===== config.mk =====
export PLATFORM = sky130hd
export DESIGN_NAME = msd_mode_decoder
export DESIGN_NICKNAME = d
export VERILOG_FILES = /design/src/design/msd_pkg.sv /design/src/design/msd_depth_test.sv /design/src/design/msd_offset_sel.sv /design/src/design/msd_mode_decoder.sv
export SDC_FILE = /design/constraint.sdc
export NUM_CORES = 1
export LEC_CHECK = 0
export BUFFER_PORTS_ARGS = -buffer_cell sky130_fd_sc_hd__buf_2
export CAP_MARGIN = 10
export CORE_AREA = 5 5 212 214
export CTS_CLUSTER_DIAMETER = 60
export DETAILED_ROUTE_END_ITERATION = 16
export DIE_AREA = 0 0 217 219
export PLACE_DENSITY = 0.53
export SKIP_CTS_REPAIR_TIMING = 1
export SLEW_MARGIN = 25
export SYNTH_ARGS = -nofsm -noshare
export SYNTH_HDL_FRONTEND = slang
export SYNTH_HIERARCHICAL = 1
export SYNTH_SLANG_ARGS = --single-unit

===== constraint.sdc =====
create_clock -name sys_clk_in -period 9.1 [get_ports sys_clk_in]
set_input_delay 0.455 -clock sys_clk_in [delete_from_list [all_inputs] [get_ports sys_clk_in]]
set_output_delay 0.455 -clock sys_clk_in [all_outputs]
set_load 0.02 [all_outputs]

===== src/design/msd_pkg.sv =====
// Package for the multisample mode decoder: encodings, carriers, constants
package msd_pkg;

   // Raster multisample modes
   typedef enum logic [1:0] {
      MSD_RAST_OFF_PIXEL,
      MSD_RAST_OFF_PATTERN,
      MSD_RAST_ON_PIXEL,
      MSD_RAST_ON_PATTERN
   } msd_rast_mode_t;

   // Shader dispatch modes
   typedef enum logic {
      MSD_DISP_ONCE_PER_SAMPLE,
      MSD_DISP_ONCE_PER_PIXEL
   } msd_disp_mode_t;

   // Line algorithms
   typedef enum logic [1:0] {
      MSD_LINE_DIAMOND,
      MSD_LINE_WIDE,
      MSD_LINE_AA,
      MSD_LINE_MSAA
   } msd_line_alg_t;

   // Sample count encoding: log2 of samples (0 = single_sample_count)
   localparam int MSD_CNT_W = 2;
   localparam logic [MSD_CNT_W-1:0] MSD_SINGLE_SAMPLE_COUNT = 2'h0;
   localparam int MSD_NSAMP = 8;
   localparam int MSD_OFS_W = 8;
   localparam int MSD_STAT_W = 32;
   localparam logic [MSD_STAT_W-1:0] MSD_STAT_RST = 32'h0000_0000;
   localparam logic [3:0] MSD_RATE_ONE = 4'h1;
   localparam logic [15:0] MSD_LINE_WIDTH_ZERO = 16'h0000;

   // Mode state from the setup, windower and multisample state packets
   typedef struct packed {
      logic [MSD_CNT_W-1:0] sample_count;
      logic [MSD_CNT_W-1:0] raster_sample_count;
      msd_rast_mode_t       rast_mode;
      msd_disp_mode_t       disp_mode;
      logic                 target_independent_raster;
      logic                 line_aa_en;
      logic [15:0]          line_width;
      logic                 pixel_loc_center;
      logic                 stats_en;
   } msd_cfg_t;

   // Decoded operating mode
   typedef struct packed {
      msd_line_alg_t line_alg;
      logic [3:0]    rast_rate;
      logic          nonline_at_offsets;
      logic          lines_at_offsets;
      logic          use_raster_offsets;
      logic [3:0]    ps_rate;
      logic          ps_at_offsets_ok;
      logic [3:0]    om_rate;
      logic          depth_at_offsets;
      logic          invalid;
   } msd_mode_t;

   // One 2x2 group arriving from rasterization
   typedef struct packed {
      logic        valid;
      logic [3:0]  mask;
      logic [63:0] src_depth;
      logic [63:0] dst_depth;
   } msd_group_t;

   // Group handed to pixel shader dispatch
   typedef struct packed {
      logic        valid;
      logic [3:0]  mask;
      logic [3:0]  rate;
      logic [63:0] src_depth;
      logic [63:0] dst_depth;
   } msd_dispatch_t;

endpackage


===== src/design/msd_depth_test.sv =====
// Early depth test of four pixels of a 2x2 group, source against destination
`timescale 1ns/100ps
`default_nettype none
module msd_depth_test
(
   input  wire logic [63:0] src_depth_in,
   input  wire logic [63:0] dst_depth_in,
   input  wire logic        stencil_pass_in,
   output logic [3:0]       pass_out
);
   // Less-than test on each 16-bit depth lane
   genvar g;
   generate
      for (g = 0; g < 4; g++)
      begin : g_lane
         assign pass_out[g] = stencil_pass_in &&
                              (src_depth_in[g*16 +: 16] < dst_depth_in[g*16 +: 16]);
      end
   endgenerate
endmodule
`default_nettype wire


===== src/design/msd_offset_sel.sv =====
// Sample location select: pixel location or programmed per-sample offsets
`timescale 1ns/100ps
`default_nettype none
module msd_offset_sel
(
   input  wire logic                               at_offsets_in,
   input  wire logic                               use_raster_in,
   input  wire logic                               center_in,
   input  wire logic [msd_pkg::MSD_NSAMP*msd_pkg::MSD_OFS_W-1:0] msaa_ofs_in,
   input  wire logic [msd_pkg::MSD_NSAMP*msd_pkg::MSD_OFS_W-1:0] rast_ofs_in,
   output logic [msd_pkg::MSD_NSAMP*msd_pkg::MSD_OFS_W-1:0]      loc_out
);
   // Pixel location: upper-left is 0, centre is half a pixel in x and y
   localparam logic [7:0] PIX_UL = 8'h00;
   localparam logic [7:0] PIX_CTR = 8'h88;
   wire [7:0] pix_loc = center_in ? PIX_CTR : PIX_UL;
   wire [msd_pkg::MSD_NSAMP*msd_pkg::MSD_OFS_W-1:0] ofs =
      use_raster_in ? rast_ofs_in : msaa_ofs_in;
   assign loc_out = at_offsets_in ? ofs : {msd_pkg::MSD_NSAMP{pix_loc}};
endmodule
`default_nettype wire


===== src/design/msd_mode_decoder.sv =====
// Multisample mode decoder of the windower stage with early depth and statistics
`timescale 1ns/100ps
`default_nettype none

// Notes on behaviour
// - line-multisampling-on modes draw MSAA rectangle lines, no alpha coverage.
// - lines off, AA off: zero width diamond, else wide non-AA lines.
// - lines off, AA on: non-zero width AA lines, zero width diamond.
// - one sample, off-pixel: one raster, legacy/AA lines, one shader, one merge.
// - one sample, on-pixel: one raster, MSAA lines, one shader, one merge.
// - one sample without independent raster: per-sample dispatch acts as per-pixel.
// - n samples, off-pixel, per-pixel: one raster, one shader, merge per sample.
// - n samples, pixel mode, per-sample: n shader runs at pixel, n merges.
// - n samples, on-pixel: one raster, MSAA lines, shader rate per dispatch.
// - n samples, off-pattern: non-lines n times at offsets, lines at pixel.
// - pattern, per-sample: n shader runs; per-pixel: one at pixel location.
// - n samples, on-pattern: all n times at offsets, MSAA lines, n merges.
// - independent raster enable selects raster count and raster offsets.
// - independent raster ignores dispatch mode; per-sample is then invalid.
// - independent, off-pattern: non-lines n times, one shader and merge.
// - independent, on-pattern: n rasters, MSAA lines, one shader and merge.
// - pixel location upper-left or centre; samples at programmed offsets.
// - statistics count each unmasked pixel or sample dispatched to shading.
// - early-discarded pixels or samples are still counted.
// - early test uses interpolated and cached depth; both go in payload when the shader uses depth.
// - partial discard clears mask bits; full discard skips dispatch.
module msd_mode_decoder
(
   input  wire logic                sys_clk_in,
   input  wire logic                rst_in,
   input  wire msd_pkg::msd_cfg_t   cfg_in,
   input  wire logic [msd_pkg::MSD_NSAMP*msd_pkg::MSD_OFS_W-1:0] msaa_ofs_in,
   input  wire logic [msd_pkg::MSD_NSAMP*msd_pkg::MSD_OFS_W-1:0] rast_ofs_in,
   input  wire msd_pkg::msd_group_t group_in,
   input  wire logic                stencil_pass_in,
   input  wire logic                ps_uses_depth_in,
   input  wire logic                ps_kill_or_depth_in,
   input  wire logic                stat_clear_in,
   output msd_pkg::msd_mode_t       mode_out,
   output logic [msd_pkg::MSD_NSAMP*msd_pkg::MSD_OFS_W-1:0] sample_loc_out,
   output msd_pkg::msd_dispatch_t   dispatch_out,
   output logic [msd_pkg::MSD_STAT_W-1:0] shader_invocation_counter_out,
   output logic                     prog_error_out
);

   // ----------------------------------------------------------------
   // Helper functions
   // ----------------------------------------------------------------
   // Samples per pixel from the log2 count
   function automatic logic [3:0] samples(input logic [msd_pkg::MSD_CNT_W-1:0] c);
      samples = 4'(1 << c);
   endfunction

   // Count of set bits in a 2x2 mask
   function automatic logic [2:0] popcnt4(input logic [3:0] m);
      popcnt4 = {2'h0, m[0]} + {2'h0, m[1]} + {2'h0, m[2]} + {2'h0, m[3]};
   endfunction

   // ----------------------------------------------------------------
   // Mode decode
   // ----------------------------------------------------------------
   wire       ind_rast = cfg_in.target_independent_raster;
   wire [1:0] eff_cnt  = ind_rast ? cfg_in.raster_sample_count : cfg_in.sample_count;
   wire [3:0] n        = samples(eff_cnt);
   wire       multi    = (eff_cnt != msd_pkg::MSD_SINGLE_SAMPLE_COUNT);
   wire       lines_on = (cfg_in.rast_mode == msd_pkg::MSD_RAST_ON_PIXEL) ||
                         (cfg_in.rast_mode == msd_pkg::MSD_RAST_ON_PATTERN);
   wire       pattern  = (cfg_in.rast_mode == msd_pkg::MSD_RAST_OFF_PATTERN) ||
                         (cfg_in.rast_mode == msd_pkg::MSD_RAST_ON_PATTERN);
   wire       width_zero = (cfg_in.line_width == msd_pkg::MSD_LINE_WIDTH_ZERO);
   // single sample folds per-sample into per-pixel (per_sample low, rate one)
   // dispatch mode disregarded under independent raster
   wire       per_sample = !ind_rast && multi &&
                           (cfg_in.disp_mode == msd_pkg::MSD_DISP_ONCE_PER_SAMPLE);

   // multisampled lines whenever lines mode is on
   // diamond at zero width, AA when line_aa_en is set, wide otherwise
   msd_pkg::msd_line_alg_t line_alg;
   assign line_alg = lines_on ? msd_pkg::MSD_LINE_MSAA :
                     width_zero ? msd_pkg::MSD_LINE_DIAMOND :
                     cfg_in.line_aa_en ? msd_pkg::MSD_LINE_AA : msd_pkg::MSD_LINE_WIDE;

   // single-sample pixel modes rasterize once at pixel
   // single-sample lines-on uses MSAA lines once
   // pattern off: non-lines n times, lines at pixel
   // pattern on: all primitives at offsets
   // independent off-pattern rasterizes non-lines n times
   wire [3:0] rast_rate   = (pattern && multi) ? n : msd_pkg::MSD_RATE_ONE;
   wire       nonline_ofs = pattern && multi;
   wire       line_ofs    = pattern && multi && lines_on;

   // pattern per-sample shading n times at pixel or offsets
   wire [3:0] ps_rate     = per_sample ? n : msd_pkg::MSD_RATE_ONE;
   wire       ps_ofs_ok   = per_sample && pattern;

   // merge per sample without independent raster
   // independent raster merges once at pixel
   wire [3:0] om_rate     = ind_rast ? msd_pkg::MSD_RATE_ONE : n;
   wire       depth_ofs   = pattern && multi && !ind_rast;

   // per-sample value invalid with independent raster
   wire       invalid = (pattern && !multi) ||
                        (ind_rast && multi && !pattern) ||
                        (ind_rast && cfg_in.disp_mode == msd_pkg::MSD_DISP_ONCE_PER_SAMPLE);

   msd_pkg::msd_mode_t nxt_mode;
   assign nxt_mode = '{line_alg: line_alg, rast_rate: rast_rate,
                       nonline_at_offsets: nonline_ofs, lines_at_offsets: line_ofs,
                       use_raster_offsets: ind_rast, ps_rate: ps_rate,
                       ps_at_offsets_ok: ps_ofs_ok, om_rate: om_rate,
                       depth_at_offsets: depth_ofs, invalid: invalid};

   // ----------------------------------------------------------------
   // Sample locations
   // ----------------------------------------------------------------
   logic [msd_pkg::MSD_NSAMP*msd_pkg::MSD_OFS_W-1:0] nxt_loc;
   // independent raster chooses its own offsets
   msd_offset_sel u_ofs
   (
      .at_offsets_in (nonline_ofs),
      .use_raster_in (ind_rast),
      .center_in     (cfg_in.pixel_loc_center),
      .msaa_ofs_in   (msaa_ofs_in),
      .rast_ofs_in   (rast_ofs_in),
      .loc_out       (nxt_loc)
   );

   // ----------------------------------------------------------------
   // Early depth and stencil
   // ----------------------------------------------------------------
   logic [3:0] pass;
   // test interpolated source against cached destination
   msd_depth_test u_dt
   (
      .src_depth_in    (group_in.src_depth),
      .dst_depth_in    (group_in.dst_depth),
      .stencil_pass_in (stencil_pass_in),
      .pass_out        (pass)
   );
   // Shader kill or computed depth forbids early discard
   wire [3:0] kept = ps_kill_or_depth_in ? group_in.mask : (group_in.mask & pass);

   // drop mask bits, skip fully discarded group
   msd_pkg::msd_dispatch_t nxt_disp;
   assign nxt_disp.valid     = group_in.valid && (kept != 4'h0);
   assign nxt_disp.mask      = kept;
   assign nxt_disp.rate      = ps_rate;
   // both depths in payload when required
   assign nxt_disp.src_depth = ps_uses_depth_in ? group_in.src_depth : 64'h0;
   assign nxt_disp.dst_depth = ps_uses_depth_in ? group_in.dst_depth : 64'h0;

   // ----------------------------------------------------------------
   // Statistics
   // ----------------------------------------------------------------
   // count unmasked pixels times shader rate
   // count before early discard, using incoming mask
   wire [6:0] inc = 7'({4'h0, popcnt4(group_in.mask)} * {3'h0, ps_rate});
   logic [msd_pkg::MSD_STAT_W-1:0] nxt_stat;
   assign nxt_stat = stat_clear_in ? msd_pkg::MSD_STAT_RST :
                     (cfg_in.stats_en && group_in.valid) ?
                     shader_invocation_counter_out + {25'h0, inc} :
                     shader_invocation_counter_out;

   // ----------------------------------------------------------------
   // Output registers
   // ----------------------------------------------------------------
   msd_pkg::msd_mode_t             mode_ff;
   logic [msd_pkg::MSD_NSAMP*msd_pkg::MSD_OFS_W-1:0] loc_ff;
   msd_pkg::msd_dispatch_t         disp_ff;
   logic [msd_pkg::MSD_STAT_W-1:0] stat_ff;
   logic                           err_ff;

   // Register decode results and dispatch
   always_ff @(posedge sys_clk_in)
   begin
      if (rst_in)
      begin
         mode_ff <= '0;
         loc_ff  <= '0;
         disp_ff <= '0;
         stat_ff <= msd_pkg::MSD_STAT_RST;
         err_ff  <= 1'b0;
      end
      else
      begin
         mode_ff <= nxt_mode;
         loc_ff  <= nxt_loc;
         disp_ff <= nxt_disp;
         stat_ff <= nxt_stat;
         err_ff  <= invalid;
      end
   end

   assign mode_out                      = mode_ff;
   assign sample_loc_out                = loc_ff;
   assign dispatch_out                  = disp_ff;
   assign shader_invocation_counter_out = stat_ff;
   assign prog_error_out                = err_ff;
endmodule
`default_nettype wire


==> results.cfg, run 1 <==
[logic_synthesis]
ys_types = 50
yosysSeqAreaShare_pct = 46.34
synth_area_leader_cell = dfxtp_1
syn-num-nets = 1460
synthCells = 1086
yosys_register_bits = 249
synth_area_mm2 = 0.01076
yosysTopAreaCellShare_pct = 46.34
synthTopCellsByArea = dfxtp_1 (46%), ha_1 (8.4%), and2_1 (8.2%)
avgSynthCellArea_um2 = 9.905
yosys_warnings = 6

[timing]
tns_ns = 0
setup-violations-final = 0
skew_ns = 0.01021
min_period_ns = 4.433
grt_setup_unrepaired = false
slew_viol_final = 0
worst_slew_pin_slew_ns = 0.9009
max_freq_ghz = 0.2256
slew_headroom_pct = 39.94
finalCritPeriodShare_pct = 48.72
hold_viol_final = 0

[clock_tree]
cts.sinks = 249
clk_latency_ns = 0.52
cts_root_buf = clkbuf_16
path_clk_slew_ns = 0.06
cts_tree = built
htree_levels = 2
cts_buffers = 34
clk_path_buf_depth = 3

[final_layout]
mostFrequentLayoutCell = buf_2
fillers = 4410
fin_area_mm2 = 0.01511
final_nets = 1995
area_growth_pct = 40.43
drive_gt1_share_pct = 38.15
final_cell_mix = buf_2 (545), dfxtp_1 (249), and2_1 (141)

[placed_design]
post_dp_cell_area_mm2 = 0.01391
portBuffers = 547
hpwl_um = 31600
routabilityCongestion = 0.8768

[worst_hold_path]
min_path_type = in2reg

[pwr]
power_density_mw_per_mm2 = 190.3
power.leakage_uw = 0.007603
vdd_ir_drop_max_uv = 97.21

[drt]
wirelength_um = 38650
wl_per_cell_um = 17.58
vias = 9403
drtIter0Drc = 315
ant_nets = 0
via_per_inst = 4.278
drc = 0
drt_pass1_iterations = 4

[global_route]
grt_use_total_pct = 15.41
grt_overflow_total = 0
grt_pass1_wl_um = 56880
grt_pass1_vias = 9499
antenna_found_initial = 14
grt_max_degree = 95

[critical_path]
crit_arrival_ns = 4.87
worst-setup-path-type = in2reg
cp_data_required_time_ns = 9.54
end_kind = flip-flop
crit_fanout = 18
start_kind = primary input

[job]
cap_violations = 0

[floorplan]
rows = 76
chipHeight_um = 219
ios = 548
die_x_um = 217
start_util_pct = 25.19
coreArea_mm2 = 0.04270
die_area_mm2 = 0.04752

[status]
status = finished clean
-- power breakdown --
group / switching [uW] / leakage, uW / internal, uW
combinational: 211 / 0.00498 / 156
clock: 505 / 0.000582 / 856
sequential: 11.9 / 0.00204 / 1130
total: 728 / 0.00760 / 2150
-- routing by layer --
metal	up-vias	GRT usage (%)	part of all wire, %
met1	4233	17.59	39
met5	-	0	0.22
met4	14	4.972	2.8
met3	73	6.497	9.9
li1	4713	-	-
met2	370	26.20	48
-- flip-flops by register name, indices dropped and copies added, names as in the netlist --
register / count
dispatch_out: 137
mode_out: 16
sample_loc_out: 64
shader_invocation_counter_out: 32
-- metrics by stage --
step           hold slack (ns)  setup slack, ns  utilization (%)  std cells  power [uW]
3_5_place_dp            0.4763            4.187            32.59       2131        1542
3_3_place_gp            0.4762            4.272            32.59       2131        1538
5_1_grt                 0.1076            4.484            35.36       2195        3019
6_report                0.1482            4.667            35.38       2198        2874
4_1_cts                 0.1016            4.728            35.34       2192        2934
2_1_floorplan           0.5318            4.917                -       1086        1375
-- Yosys cell counts (all sizes together) --
master   number
a2111oi      10
a211oi        8
a21o          3
a21oi        64
a22oi         2
a31oi         2
a41o          1
a41oi         1
and2        141
and3          1
and4         13
buf          22
clkbuf       32
dfxtp       249
fa            8
ha           72
inv          71
mux2          1
mux2i        64
nand2        31
nand2b        7
nand3         8
nand3b        2
nand4        12
nor2         44
nor2b       125
nor3          8
nor3b         2
nor4          5
o2111a        4
o21a          2
o21ai        29
o22a          1
o31ai         9
or2           1
or3           8
or4           9
xnor2        14
-- cell type report --
class | count | area [um^2] | area share [%]
Clock buffer | 47 | 1033 | 6.842
Tap cell | 546 | 683.2 | 4.522
Antenna cell | 6 | 15.01 | 0.09940
Clock inverter | 14 | 142.6 | 0.9443
Timing Repair Buffer | 553 | 2788 | 18.45
Multi-Input combinational cell | 712 | 5192 | 34.37
Sequential cell | 249 | 4985 | 33.00
Inverter | 71 | 266.5 | 1.764
-- kinds of logic (layout without fill, tap and decap cells) --
logic type	count (synthesis)	in the layout	synth area share (%)
AND/OR/NAND/NOR	417	417	22.89
flip-flops	249	249	46.34
AO/OA/AOI/OAI	136	136	8.177
buffers and inverters	125	685	5.525
adder cells (fa/ha/maj)	80	80	9.864
multiplexers	65	65	6.060
XOR/XNOR	14	14	1.140
other	0	6	0
-- worst max-delay path: stages --
cell and delay [ns]:
buf_2 0.13, fa_1 0.58, ha_1 0.24, ha_1 0.32, nand2_1 0.08, fa_1 0.51, inv_1 0.05, fa_1 0.54
inv_1 0.07, fa_1 0.44, nor2b_1 0.22, o31ai_1 0.18, a21o_1 0.37, or4_1 0.54, a21oi_1 0.15
-- path summary, 6_finish.rpt --
check / startpoint / to / slack (ns) / cells after the start
setup reg to reg: shader_invocation_counter_out[2]$_SDFFE_PP0P_ / shader_invocation_counter_out[27]$_SDFFE_PP0P_ / 6.15 / 8
hold reg to reg: shader_invocation_counter_out[1]$_SDFFE_PP0P_ / shader_invocation_counter_out[1]$_SDFFE_PP0P_ / 0.49 / 2
setup / recovery: group_in[128] / shader_invocation_counter_out[27]$_SDFFE_PP0P_ / 4.67 / 15
hold / removal: group_in[112] / dispatch_out[112]$_SDFF_PP0_ / 0.15 / 2
(Power assumes the default switching activity.)
==> inputs of run 2 (changes only) <==
Settings changed: PLACE_DENSITY 0.53 to 0.55.
Clock period 9.1 ns to 3.7 ns, I/O delays scaled along.
==> run 2 against run 1 <==
Compared with the run above: register-to-register slack got worse by 5.0 ns; design area rose by 11%; sequential share of layout area down 3.2 points; critical path depth down 1; sequential power up 150%; worst hold slack worse by 0.12 ns; utilization increased by 3.8 points; via count increased by 7.3%; flip-flop and latch count stayed put; clock skew grew 0.0055 ns; critical path type unchanged; critical endpoint is now shader_invocation_counter_out[30]$_SDFFE_PP0P_.
==> results.cfg, run 2 (synthesis results as in run 1) <==
[status]
status = finished clean

[final_layout]
fin_area_mm2 = 0.01673
largest_reg_flops = 137
regArea_mm2 = 0.004985
drive_gt1_share_pct = 36.27
final_nets = 2152
multi_input_area_mm2 = 0.005311
mostFrequentLayoutCell = buf_2
fillers = 4206
final_cell_mix = buf_2 (545), dfxtp_1 (249), and2_1 (141)
area_growth_pct = 55.50

[timing]
grt_setup_unrepaired = false
worst_slew_pin_slew_ns = 0.7912
setup-violations-final = 0
slew_headroom_pct = 47.14
skew_ns = 0.01567
tns_ns = 0
min_period_ns = 3.576
finalCritPeriodShare_pct = 96.65
hold_viol_final = 0
slew_viol_final = 0
max_freq_ghz = 0.2796

[drt]
drtIter0Drc = 566
wl_per_cell_um = 17.36
wl_met3_um = 3568
ant_nets = 0
wirelength_um = 40810
dr.max_layer_used = met5
drt_pass1_iterations = 4
via_per_inst = 4.292
vias = 10090
wl_met2_um = 20010
drc = 0
m1WireLength_um = 16370

[clock_tree]
cts_root_buf = clkbuf_16
cts_tree = built
clk_latency_ns = 0.51
htree_levels = 2
cts_buffers = 34
cts.sinks = 249
path_clk_slew_ns = 0.06
clk_path_buf_depth = 3

[floorplan]
start_util_pct = 25.19
ios = 548
coreArea_mm2 = 0.04270
die_x_um = 217
chipHeight_um = 219
die_area_mm2 = 0.04752
rows = 76

[critical_path]
crit_start = group_in[128]
crit_fanout = 12
worst-setup-path-type = in2reg
crit_end = shader_invocation_counter_out[30]$_SDFFE_PP0P_
r2r_end = shader_invocation_counter_out[30]$_SDFFE_PP0P_
cp_data_required_time_ns = 4.11
rrSetupSlack_ns = 1.17
start_kind = primary input
r2r-start = shader_invocation_counter_out[5]$_SDFFE_PP0P_
end_kind = flip-flop
crit_arrival_ns = 3.99
r2r_cells = 7

[pwr]
total_power_uw = 7153
power_density_mw_per_mm2 = 427.6
vdd_ir_drop_max_uv = 209.1
power.leakage_uw = 0.008250

[global_route]
grt_overflow_total = 0
antenna_found_initial = 3
grt_pass1_vias = 9687
grt_max_degree = 85
grt_pass1_wl_um = 57500
grt_use_total_pct = 15.50

[placed_design]
post_dp_cell_area_mm2 = 0.01420
hpwl_um = 32140
portBuffers = 547
routabilityCongestion = 0.8468

[worst_hold_path]
min_delay_path_depth = 3
min_path_type = in2reg

[job]
cap_violations = 0
==> run 2: how the worst min path moves through the flow <==
stage                 startpoint                     endpoint  slack (ns)
global route          cfg_in[21]       mode_out[0]$_SDFF_PP0_        0.02
floorplan             cfg_in[26]       mode_out[3]$_SDFF_PP0_        0.26
detailed placement  group_in[64]  dispatch_out[64]$_SDFF_PP0_        0.40
CTS                 group_in[23]  dispatch_out[23]$_SDFF_PP0_       -0.16
global placement    group_in[64]  dispatch_out[64]$_SDFF_PP0_        0.40
finish                cfg_in[21]       mode_out[0]$_SDFF_PP0_        0.03
==> run 2: stage by stage <==
| stage | hold slack, ns | worst slack (ns) | std cells | utilization [%] |
|---|---|---|---|---|
| finish | 0.02985 | 0.1241 | 2351 | 39.17 |
| global placement | 0.3968 | -0.4833 | 2151 | 33.26 |
| detailed placement | 0.4040 | -0.5096 | 2151 | 33.26 |
| CTS | -0.1635 | 0.04832 | 2212 | 35.92 |
| global route | 0.01960 | 0.001394 | 2351 | 39.17 |
| floorplan | 0.2618 | -0.009458 | 1086 | - |
==> run 2: critical path, cell delays in order <==
cell	delay [ns]
buf_2	0.12
fa_2	0.63
ha_2	0.22
ha_4	0.14
nand2_1	0.07
fa_1	0.54
inv_1	0.05
fa_1	0.46
ha_1	0.33
a211oi_2	0.09
or3_4	0.52
a211oi_1	0.30
a21oi_1	0.13
o21a_1	0.19
==> run 2: cell type report <==
class | instances | area share, %
repair buffers | 710 | 25.94
clock buffers | 46 | 5.723
clock inverters | 15 | 1.077
flip-flops and latches | 249 | 29.80
diodes | 2 | 0.02992
inverters | 71 | 1.593
well taps | 546 | 4.084
multi-input cells | 712 | 31.75
==> run 2: per-layer routing <==
metal	vias up	global-route usage, %
li1	5022	-
met1	4610	18.09
met2	395	26.60
met3	61	6.111
met4	2	4.192
met5	-	0
==> run 2: report_power, final <==
part	internal (uW)	switching [uW]
sequential	2790	29.2
clock	2000	1290
combinational	493	561
total	5280	1880
==> inputs of run 3 (changes only) <==
Settings changed: ABC_CLOCK_PERIOD_IN_PS set to 3700, CORE_AREA 5 5 212 214 to 5 5 211 213, DIE_AREA 0 0 217 219 to 0 0 216 218, PLACE_DENSITY 0.55 to 0.54, SYNTH_HIERARCHICAL 1 to unset.
==> run 3 against run 2 <==
Compared with the run above: the flow now finishes with violations (negative hold slack, negative setup slack); synthesized cell count fell by 5.0%; critical path depth rose by 2; non-clock buffer count rose by 131; total power fell by 2.5%; sequential power barely moved; wire length fell by 2.6%; global-route usage fell by 1.4 points; clock power fell by 7.9%; via count rose by 1.6%; final cell count rose by 3.2%; design area rose by 3.4%; synthesized area fell by 6.6%; critical path type unchanged; largest cell class is now non-clock buffers.
==> results.cfg, run 3 <==
[timing]
slew_headroom_pct = 33.61
fin_hold_ws_ns = -0.05896
layout_setup_ws_ns = -0.0004534
setup-violations-final = 1
worst_slew_pin_slew_ns = 0.9959
hold_viol_final = 5
skew_ns = 0.006307
finalCritPeriodShare_pct = 100.0
max_freq_ghz = 0.2702
min_period_ns = 3.700
slew_viol_final = 0
grt_setup_unrepaired = true

[final_layout]
final_cells = 2426
fillers = 4096
regArea_mm2 = 0.004985
drive_gt1_share_pct = 35.16
final_cell_mix = buf_2 (544), dlygate4sd3_1 (254), dfxtp_1 (249)
area_growth_pct = 72.09
final_core_util_pct = 40.68
largest_reg_flops = 137
mostFrequentLayoutCell = buf_2
n_antenna_cell = 0
fin_area_mm2 = 0.01729
multi_input_area_mm2 = 0.004621
final_nets = 2233

[drt]
ant_nets = 0
drc = 0
vias = 10250
wl_per_cell_um = 16.39
wirelength_um = 39760
via_per_inst = 4.225
drt_pass1_iterations = 6
drtIter0Drc = 453

[logic_synthesis]
synth-xor-area-share_pct = 1.569
synthTopCellsByArea = dfxtp_1 (50%), ha_1 (9.0%), and2_1 (8.6%)
yosysTopAreaCellShare_pct = 49.61
synth_compound_area_share_pct = 6.974
synth_edf_count = 0
synth_fa_ha_area_share_pct = 10.56
synthArstFlopShare_pct = 0
yosys_register_bits = 249
ys_types = 48
syn-num-nets = 1406
synthCells = 1032
synth_top_family_by_area = simple AND/OR/NAND/NOR gates
yosys_warnings = 0
avgSynthCellArea_um2 = 9.736
synth_common_cells = dfxtp_1 (249), and2_1 (138), nor2_1 (100), inv_1 (94), ha_1 (72)
yosysMostFrequentCell = dfxtp_1
synth_area_mm2 = 0.01005
synthMuxAreaShare_pct = 6.588
yosysSeqAreaShare_pct = 49.61
synth-simple-area-share_pct = 19.20
synth_area_leader_cell = dfxtp_1
synth_top_flop_cell = dfxtp_1

[pwr]
power.leakage_uw = 0.008669
power_density_mw_per_mm2 = 403.3
vdd_ir_drop_max_uv = 301.0
total_power_uw = 6973

[global_route]
grt_use_total_pct = 14.13
grt_pass1_vias = 9233
grt_overflow_total = 0
grt_max_degree = 129
grt_pass1_wl_um = 52660
antenna_found_initial = 1

[clock_tree]
clk_latency_ns = 0.55
cts_buffers = 30
cts_tree = built
cts_root_buf = clkbuf_16
htree_levels = 1
cts.sinks = 249
path_clk_slew_ns = 0.06
clk_path_buf_depth = 3

[placed_design]
dp.cells = 2114
post_dp_cell_area_mm2 = 0.01363
portBuffers = 547
routabilityCongestion = 0.8479
hpwl_um = 29600

[critical_path]
crit_start = group_in[128]
crit_buf_inv = 3
start_kind = primary input
crit_family = adder cells
rrSetupSlack_ns = 0.93
r2r_cells = 9
r2r_end = shader_invocation_counter_out[31]$_SDFFE_PP0P_
slowest_stage = fa_2
end_kind = flip-flop
crit_fanout = 7
cp_data_required_time_ns = 4.19
r2r-start = shader_invocation_counter_out[2]$_SDFFE_PP0P_
worst-setup-path-type = in2reg
crit_arrival_ns = 4.19
cp_cell_sequence = buf_8, fa_2, ha_4, ha_4, nand2_2, fa_1, inv_1, fa_1, inv_2, fa_2, nor2b_4, o21a_1, o21ai_4, a2111o_1, or4_1, o21ai_1
max_stage_delay_ns = 0.65

[worst_hold_path]
min_path_type = in2reg
holdPathEnd = sample_loc_out[39]$_SDFF_PP0_
min_delay_path_depth = 3
hp-start = msaa_ofs_in[39]

[floorplan]
ios = 548
start_util_pct = 23.64
coreArea_mm2 = 0.04251
die_area_mm2 = 0.04709
chipHeight_um = 218
rows = 76
die_x_um = 216

[status]
status = finished, violations left
violations = negative hold slack, negative setup slack

[job]
cap_violations = 0
run 3: changes by cell type in the layout (fill, tap and decap cells not counted), sizes merged, moves of 6 or more:
cell / change
nor2b: -120
dlygate4sd3: +117
nor2: +56
a21oi: -18
inv: +18
buf: +14
and4: -12
nand3: +10
o31ai: -9
or4: -8
nor4: +7
nand2: +6
run 3: per-stage QoR:
step	TNS [ns]	setup WS (ns)
detailed placement	-13.34	-0.6762
global placement	-12.64	-0.6409
global route	-0.2783	-0.07468
CTS	-0.2699	-0.08608
finish	-0.0004534	-0.0004534
floorplan	-1.327	-0.2381
run 3: how the worst max path moves through the flow:
stage | end | cells after the start
floorplan | shader_invocation_counter_out[31]$_SDFFE_PP0P_ | 15
global placement | shader_invocation_counter_out[31]$_SDFFE_PP0P_ | 16
detailed placement | shader_invocation_counter_out[31]$_SDFFE_PP0P_ | 16
CTS | shader_invocation_counter_out[31]$_SDFFE_PP0P_ | 16
global route | shader_invocation_counter_out[31]$_SDFFE_PP0P_ | 16
finish | shader_invocation_counter_out[31]$_SDFFE_PP0P_ | 16
run 3: layout make-up:
cell class              instances  area share [%]
clock buffers                  42           5.073
clock inverters                11          0.8828
inverters                      94           2.041
multi-input cells             643           26.72
flip-flops and latches        249           28.83
well taps                     546           3.951
repair buffers                841           32.50
run 3: worst reg2reg max path: cells and delay by family (launching register included):
kind	cells	cell delay, ns
adders and majority gates	2	0.94
AOI/OAI and AO/OA	4	0.83
and+or+nand+nor	2	0.54
DFF	1	0.34
buffers and inverters	1	0.05
run 3: power by group:
part	leakage, uW	internal [uW]	switching [uW]
Clock	0.000506	1860	1160
Combinational	0.00612	567	566
Sequential	0.00204	2790	30.2
run 3: per-layer routing:
| layer | global-route usage (%) | wire, um |
|---|---|---|
| met5 | 0 | 0 |
| met2 | 23.99 | 19340 |
| met3 | 4.790 | 3216 |
| met4 | 4.770 | 1273 |
| met1 | 16.82 | 15940 |
run 3: kinds of logic after synthesis:
family,after synthesis
multiplexers,66
flip-flops,249
AND/OR/NAND/NOR,363
buffers and inverters,140
XOR/XNOR,18
AO/OA/AOI/OAI,116
adder cells (fa/ha/maj),80
